## src/stt_pkg.sv

```systemverilog
// Constants and types shared by the string translate-and-test sequencer
package stt_pkg;

  // ****************************************************************
  // Widths
  // ****************************************************************
  localparam int ADDR_W = 16;
  localparam int DATA_W = 8;
  localparam int CNT_W = 16;

  // ****************************************************************
  // Timing, in processor cycles (one processor cycle = one clk_sys cycle)
  // ****************************************************************
  localparam int SETUP_CYCLES = 11;
  localparam int ELEM_CYCLES = 14;
  localparam int SINGLE_CYCLES = 25;
  localparam int INTR_CYCLES = 7;
  localparam int TIMER_W = 5;

  // ****************************************************************
  // Reset values
  // ****************************************************************
  localparam logic [ADDR_W-1:0] PTR_RESET = 16'h0000;
  localparam logic [CNT_W-1:0] CNT_RESET = 16'h0000;
  localparam logic [DATA_W-1:0] BYTE_RESET = 8'h00;

  // ****************************************************************
  // Operations
  // ****************************************************************
  typedef enum logic [1:0] {
    STT_SCAN_DECREMENT_SINGLE_OP = 2'h0,
    STT_SCAN_DECREMENT_REPEAT_OP = 2'h1,
    STT_TRANSLATE_INCREMENT_REPEAT_OP = 2'h2
  } stt_op_e;

  // Gray coded along setup, target, table, write, pad, interrupt, done
  typedef enum logic [3:0] {
    STT_IDLE = 4'h0,
    STT_SETUP = 4'h1,
    STT_TARGET = 4'h3,
    STT_TABLE = 4'h7,
    STT_WRITE = 4'h6,
    STT_PAD = 4'h4,
    STT_INTR = 4'hc,
    STT_DONE = 4'h8
  } stt_state_e;

endpackage

```

## src/stt_string_translate_test_unit.sv

```systemverilog
// Sequencer for byte-string translate-and-test instructions
`timescale 1ns/10ps

// How it works
// - After translate-increment-repeat, high byte result holds the last fetched table byte.
// - Repeating forms may be interrupted between steps; instruction start PC reported.
// - Each accepted interrupt adds seven cycles before the instruction stops.
// - Target byte read at first pointer; indexes table based at second pointer.
// - Table address is base plus zero-extended target, wrapping like address arithmetic.
// - Fetched table byte loads into the high byte result register.
// - Test forms set zero flag when table byte is zero, else clear it.
// - Test forms never write memory.
// - Decrementing forms reduce first pointer by one; table base unchanged.
// - Counter word decremented by one after every step.
// - Overflow flag set when decremented counter is zero, else cleared.
// - Repeating scan stops on non-zero table byte or counter reaching zero.
// - Repeating forms handle 1 to 65536 elements via 16-bit counter.
module stt_string_translate_test_unit #(
  parameter int ADDR_W = stt_pkg::ADDR_W,
  parameter int CNT_W = stt_pkg::CNT_W
) (
  input wire logic clk_sys,
  input wire logic reset_n,
  input wire logic start,
  input wire stt_pkg::stt_op_e opSel,
  input wire logic [ADDR_W-1:0] ptrIn,
  input wire logic [ADDR_W-1:0] baseIn,
  input wire logic [CNT_W-1:0] countIn,
  input wire logic [ADDR_W-1:0] pcIn,
  input wire logic irqPending,
  output logic busy,
  output logic done,
  output logic intTaken,
  output logic [ADDR_W-1:0] savedPc,
  output logic [ADDR_W-1:0] ptrOut,
  output logic [ADDR_W-1:0] baseOut,
  output logic [CNT_W-1:0] countOut,
  output logic [stt_pkg::DATA_W-1:0] highByteResult,
  output logic zeroFlag,
  output logic overflowFlag,
  output logic flagWrite,
  output logic memReq,
  output logic memWe,
  output logic [ADDR_W-1:0] memAddr,
  output logic [stt_pkg::DATA_W-1:0] memWrData,
  input wire logic memAck,
  input wire logic [stt_pkg::DATA_W-1:0] memRdData
);
  import stt_pkg::*;

  // ****************************************************************
  // State
  // ****************************************************************
  stt_state_e state;
  stt_op_e op;
  logic [TIMER_W-1:0] timer;
  logic [ADDR_W-1:0] startPc;
  logic [DATA_W-1:0] tableVal;

  logic stepEnd;
  logic [ADDR_W-1:0] next_ptr;
  logic [CNT_W-1:0] next_count;
  logic stopScan;

  function automatic logic isScan(input stt_op_e o);
    isScan = (o != STT_TRANSLATE_INCREMENT_REPEAT_OP);
  endfunction

  // ****************************************************************
  // Step arithmetic
  // ****************************************************************
  // Step ends once the element slot has run its full length
  assign stepEnd = (state == STT_PAD) && (timer >= TIMER_W'(ELEM_CYCLES - 1));

  always_comb begin
    if (isScan(op)) begin
      next_ptr = ptrOut - ADDR_W'(1);
    end else begin
      next_ptr = ptrOut + ADDR_W'(1);
    end
  end

  assign next_count = countOut - CNT_W'(1);

  always_comb begin
    stopScan = (next_count == '0) || (op == STT_SCAN_DECREMENT_SINGLE_OP);
    if (op == STT_SCAN_DECREMENT_REPEAT_OP && tableVal != '0) begin
      stopScan = 1'b1;
    end
  end

  // ****************************************************************
  // Sequencer
  // ****************************************************************
  always_ff @(posedge clk_sys) begin
    if (!reset_n) begin
      state <= STT_IDLE;
      op <= STT_SCAN_DECREMENT_SINGLE_OP;
      timer <= '0;
    end else begin
      unique case (state)
        STT_IDLE: begin
          timer <= '0;
          if (start) begin
            op <= opSel;
            state <= STT_SETUP;
          end
        end
        STT_SETUP: begin
          timer <= timer + TIMER_W'(1);
          if (timer == TIMER_W'(SETUP_CYCLES - 1)) begin
            timer <= '0;
            state <= STT_TARGET;
          end
        end
        STT_TARGET: begin
          timer <= timer + TIMER_W'(1);
          if (memAck) begin
            state <= STT_TABLE;
          end
        end
        STT_TABLE: begin
          timer <= timer + TIMER_W'(1);
          if (memAck) begin
            state <= isScan(op) ? STT_PAD : STT_WRITE;
          end
        end
        STT_WRITE: begin
          timer <= timer + TIMER_W'(1);
          if (memAck) begin
            state <= STT_PAD;
          end
        end
        STT_PAD: begin
          timer <= timer + TIMER_W'(1);
          if (stepEnd) begin
            timer <= '0;
            if (stopScan) begin
              state <= STT_DONE;
            end else if (irqPending && op != STT_SCAN_DECREMENT_SINGLE_OP) begin
              state <= STT_INTR;
            end else begin
              state <= STT_TARGET;
            end
          end
        end
        STT_INTR: begin
          timer <= timer + TIMER_W'(1);
          if (timer == TIMER_W'(INTR_CYCLES - 1)) begin
            timer <= '0;
            state <= STT_DONE;
          end
        end
        STT_DONE: begin
          state <= STT_IDLE;
        end
        default: begin
          state <= STT_IDLE;
        end
      endcase
    end
  end

  assign busy = (state != STT_IDLE);
  assign done = (state == STT_DONE);

  // ****************************************************************
  // Interrupt report
  // ****************************************************************
  always_ff @(posedge clk_sys) begin
    if (!reset_n) begin
      startPc <= PTR_RESET;
      savedPc <= PTR_RESET;
      intTaken <= 1'b0;
    end else begin
      if (state == STT_IDLE && start) begin
        startPc <= pcIn;
      end
      intTaken <= (state == STT_INTR) && (timer == TIMER_W'(INTR_CYCLES - 1));
      if (state == STT_INTR) begin
        savedPc <= startPc;
      end
    end
  end

  // ****************************************************************
  // Operand registers and flags
  // ****************************************************************
  always_ff @(posedge clk_sys) begin
    if (!reset_n) begin
      ptrOut <= PTR_RESET;
      baseOut <= PTR_RESET;
      countOut <= CNT_RESET;
      zeroFlag <= 1'b0;
      overflowFlag <= 1'b0;
      flagWrite <= 1'b0;
    end else begin
      flagWrite <= 1'b0;
      if (state == STT_IDLE && start) begin
        ptrOut <= ptrIn;
        baseOut <= baseIn;
        countOut <= countIn;
      end
      if (stepEnd) begin
        ptrOut <= next_ptr;
        countOut <= next_count;
        overflowFlag <= (next_count == '0);
        zeroFlag <= (tableVal == '0);
        // only these two flags are written
        flagWrite <= 1'b1;
      end
    end
  end

  // ****************************************************************
  // Memory port
  // ****************************************************************
  // Reads and write-back use the same address/data registers so the bus
  // sees stable values for the whole of each access.
  assign memReq = (state == STT_TARGET) || (state == STT_TABLE) || (state == STT_WRITE);
  assign memWe = (state == STT_WRITE);

  always_ff @(posedge clk_sys) begin
    if (!reset_n) begin
      memAddr <= PTR_RESET;
      memWrData <= BYTE_RESET;
      tableVal <= BYTE_RESET;
      highByteResult <= BYTE_RESET;
    end else begin
      if (state == STT_IDLE && start) begin
        // first access at the string pointer
        memAddr <= ptrIn;
      end
      if (state == STT_PAD && stepEnd) begin
        memAddr <= next_ptr;
      end
      if (state == STT_TARGET && memAck) begin
        memAddr <= baseOut + {{(ADDR_W - DATA_W){1'b0}}, memRdData};
      end
      if (state == STT_TABLE && memAck) begin
        // translate form leaves it holding the last translation
        tableVal <= memRdData;
        highByteResult <= memRdData;
        memAddr <= ptrOut;
        memWrData <= memRdData;
      end
    end
  end

endmodule

```

## config.mk

```make
export PLATFORM = sky130hd
export DESIGN_NAME = stt_string_translate_test_unit
export DESIGN_NICKNAME = d
export VERILOG_FILES = /design/src/stt_pkg.sv /design/src/stt_string_translate_test_unit.sv
export SDC_FILE = /design/constraint.sdc
export NUM_CORES = 1
export LEC_CHECK = 0
export BUFFER_PORTS_ARGS = -buffer_cell sky130_fd_sc_hd__buf_2
export CORE_ASPECT_RATIO = 0.75
export CORE_MARGIN = 1
export CORE_UTILIZATION = 35
export CTS_CLUSTER_SIZE = 25
export DETAILED_ROUTE_END_ITERATION = 12
export PLACE_DENSITY = 0.64
export REMOVE_ABC_BUFFERS = 1
export SKIP_LAST_GASP = 1
export SYNTH_ARGS = -nofsm -noshare
export SYNTH_HDL_FRONTEND = slang
export SYNTH_SLANG_ARGS = --single-unit
export TNS_END_PERCENT = 1
```

## constraint.sdc

```tcl
create_clock -name clk_sys -period 3.24 [get_ports clk_sys]
set_input_delay 0.648 -clock clk_sys [delete_from_list [all_inputs] [get_ports clk_sys]]
set_output_delay 0.648 -clock clk_sys [all_outputs]
set_load 0.05 [all_outputs]
```

==> impl_results.md <==
* Top Ports at ~180
* Worst-path maximum fanout at 17
* WL final at between 20000 and 25000 µm
* Worst Clk Skew at 9.869 ps
* Clk slew on worst S/H paths at 60 ps
* WP data required at 3540 ps
* HPWL after detailed placement at 15040 µm
* First-pass GRT wire length at 33500 µm
* Area of the core at around 19000 µm²
* Hold slack at ~440 ps
* Slew @ Worst Pin at 722.5 ps
* Post-synth cell types at 74
* Metal3 WL at 1778 µm
* Initial core utilization at between 30% and 40%
* Die X at 161.1 µm
* Cells after synthesis at 867
* Yosys warning count at 0
* Port Buffer Count at ~180
* CTS tree: yes
* CP endpoint kind: register
* Place WS at 403.5 ps
* Status: finished clean
* Rel. slew slack at 51.84%
* Post-synthesis sequential area ratio at 35.87%
* Final setup TNS at 0 ps
* GPL Wtd Cong at 0.9155
* Area after DPL at 7762 µm²
* Die Span Y at ~120 µm
* Syn avg cell area at roughly 7.7 µm²
* Aggregate global routing overflow at 0
* Final-report setup violation count at 0
* Seq cells post-synth at 119
* # hold bufs at CTS at 0
* Latest clock arrival within the worst-skew pair at 420 ps
* Overall power at 7.375 mW
* Crit share post-route at 89.59%
* Endpoints failing hold at 0
* # Post-CTS Setup Buffers at 0
* Clock Path Buffers at 2
* Met1 wire length at between 10000 and 15000 µm
* Post-synth EDFFs at 0
* Path depth of the worst reg2reg path at 9
* Maximum VDD drop at 409.7 µV
* Routed via count at 7056
* Antenna violations before repair at 0
* Max capacitance violation total at 0
* GR Util All Layers at between 20% and 30%
* RSZ-0062 raised after global routing: no
* Crit path DAT at approximately 3200 ps
* Async S/R FF share, synth at 0%
* # resized after CTS at 0
* Vias in the first global route at ~6200
* Layout cells sized above 1 at between 20% and 30%
* Top_reg_cell synth: dfxtp_1
* ANT cells at 0
* TritonCTS Sinks at between 100 and 150
* DR WL met2 at 9687 µm
* Final core occ at 45.36%
* Placed Instances at 1250
* Row count at 43
* First drt pass iteration count at 5
* CTS Root Buffer Type: clkbuf_16
* CTS H-tree depth at 4
* Worst Setup Start Kind: register
* PD cells at 878.5 nW/µm²
* Post-Layout Inst Area at 8396 µm²
* Layout Nets at between 1000 and 1500
* Remaining DRCs at 0
* Worst Setup Slack, final at roughly 340 ps
* Routed length per placed instance at 17.02 µm
* Vias per cell at 5.504
* Antenna viol nets, final at 0
* Setup CP Type: register to register
* Syn Std Cell Area at 6641 µm²
* FMAX at 344.5 MHz
* Die area at 19540 µm²
* Hold Path Class: register to register
* Post-Layout Cell Count at 1282
* Final Slew Violations at 0
* Pin count of the biggest net entering global routing at 71
* Fin crit period at 2903 ps
* Leak at 3.646 nW
* CTS buffer count at 17
* Detailed Route Iter0 Violations at 747
* Worst Hold Depth at 2
* Top sig layer: met4
* Synth-to-Final Area Change at 26.41%
layer usage:
metal | global-route usage, % | up-vias
met2 | 33.67 | 317
met4 | 6.073 | 0
met3 | 5.366 | 19
met1 | 30.45 | 3294
li1 | - | 3426
met5 | 0 | -
layout by cell type, fill, tap and decap left out, types with 8 or more instances in the layout:
| cell | n |
|---|---|
| a21o_1 | 9 |
| nand3_1 | 15 |
| a222oi_1 | 10 |
| ha_1 | 27 |
| and3_1 | 9 |
| buf_2 | 182 |
| o21ai_0 | 41 |
| xnor2_1 | 15 |
| a21oi_1 | 107 |
| dfxtp_1 | 119 |
| xor2_1 | 10 |
| nor2_1 | 56 |
| inv_1 | 14 |
| nand2_1 | 184 |
| o211ai_1 | 12 |
| nor3_1 | 28 |
| a211oi_1 | 15 |
| buf_4 | 17 |
| clkbuf_16 | 17 |
| a31oi_1 | 8 |
worst max-delay path, cell delays in order (launching register included):
cell,delay [ps]
dfxtp_1,320
nand2b_1,220
buf_4,240
ha_1,360
o21ai_0,150
o21ba_2,250
o41ai_2,560
mux2i_1,390
and4_1,240
nor3_1,50
final timing paths:
check	end	startpoint	slack (ps)
max	ptrOut[15]	op[0]	340
min	savedPc[4]	startPc[4]	440
max reg2reg	ptrOut[15]	op[0]	340
min reg2reg	savedPc[4]	startPc[4]	440
layout make-up:
| class | instances | area (µm²) |
|---|---|---|
| Clock buffer | 21 | 460.4 |
| Clock inverter | 11 | 172.7 |
| Fill cell | 1889 | 10110 |
| Inverter | 15 | 56.30 |
| Multi-Input combinational cell | 668 | 3936 |
| Sequential cell | 119 | 2382 |
| Tap cell | 247 | 309.0 |
| Timing Repair Buffer | 201 | 1079 |
power by group:
part,internal [mW],total [mW],switching [mW],leakage [nW]
logic,1.11,3.32,2.22,2.38
clock network,1.33,2.05,0.717,0.296
registers,1.71,2.01,0.295,0.971
total,4.15,7.38,3.23,3.65
Yosys cell counts (4+ instances only):
cell      count  area, µm²
a211oi_1     15      112.6
a21o_1        9      67.56
a21oi_1     107      535.5
a221oi_1      6      52.55
a222oi_1     10      100.1
a311oi_1      6      52.55
a31oi_1       8      50.05
and3_1       10      62.56
buf_1        10      37.54
buf_2        12      60.06
buf_4         8      60.06
clkbuf_1     35      131.4
dfxtp_1     119       2382
ha_1         27      337.8
inv_1        14      52.55
nand2_1     184      690.7
nand2b_1      5      31.28
nand3_1      16      80.08
nor2_1       56      210.2
nor2b_1       6      37.54
nor3_1       28      140.1
nor3b_1       6      45.04
nor4_1        5      31.28
o211ai_1     12      90.09
o21a_1        5      37.54
o21ai_0      41      205.2
o221ai_1      6      52.55
or3_1         4      25.02
or4_1         4      30.03
xnor2_1      15      131.4
xor2_1       10      87.58
registers in the layout, summed over array words and instances (netlist names), 2 cells and up:
name and count:
baseOut 16, countOut 16, memAddr 16, op 2, ptrOut 16, savedPc 16, startPc 16, state 4
tableVal 8, timer 5
logic make-up (layout without fill, tap and decap cells):
family,count (synthesis),after routing,synth area share [%]
buffers and inverters,80,248,5.200
multiplexers,4,4,0.6217
AO/OA/AOI/OAI,264,264,25.58
AND/OR/NAND/NOR,346,346,23.74
XOR/XNOR,25,25,3.297
flip-flops,119,119,35.87
adder cells (fa/ha/maj),29,29,5.689
(Power assumes the default switching activity.)
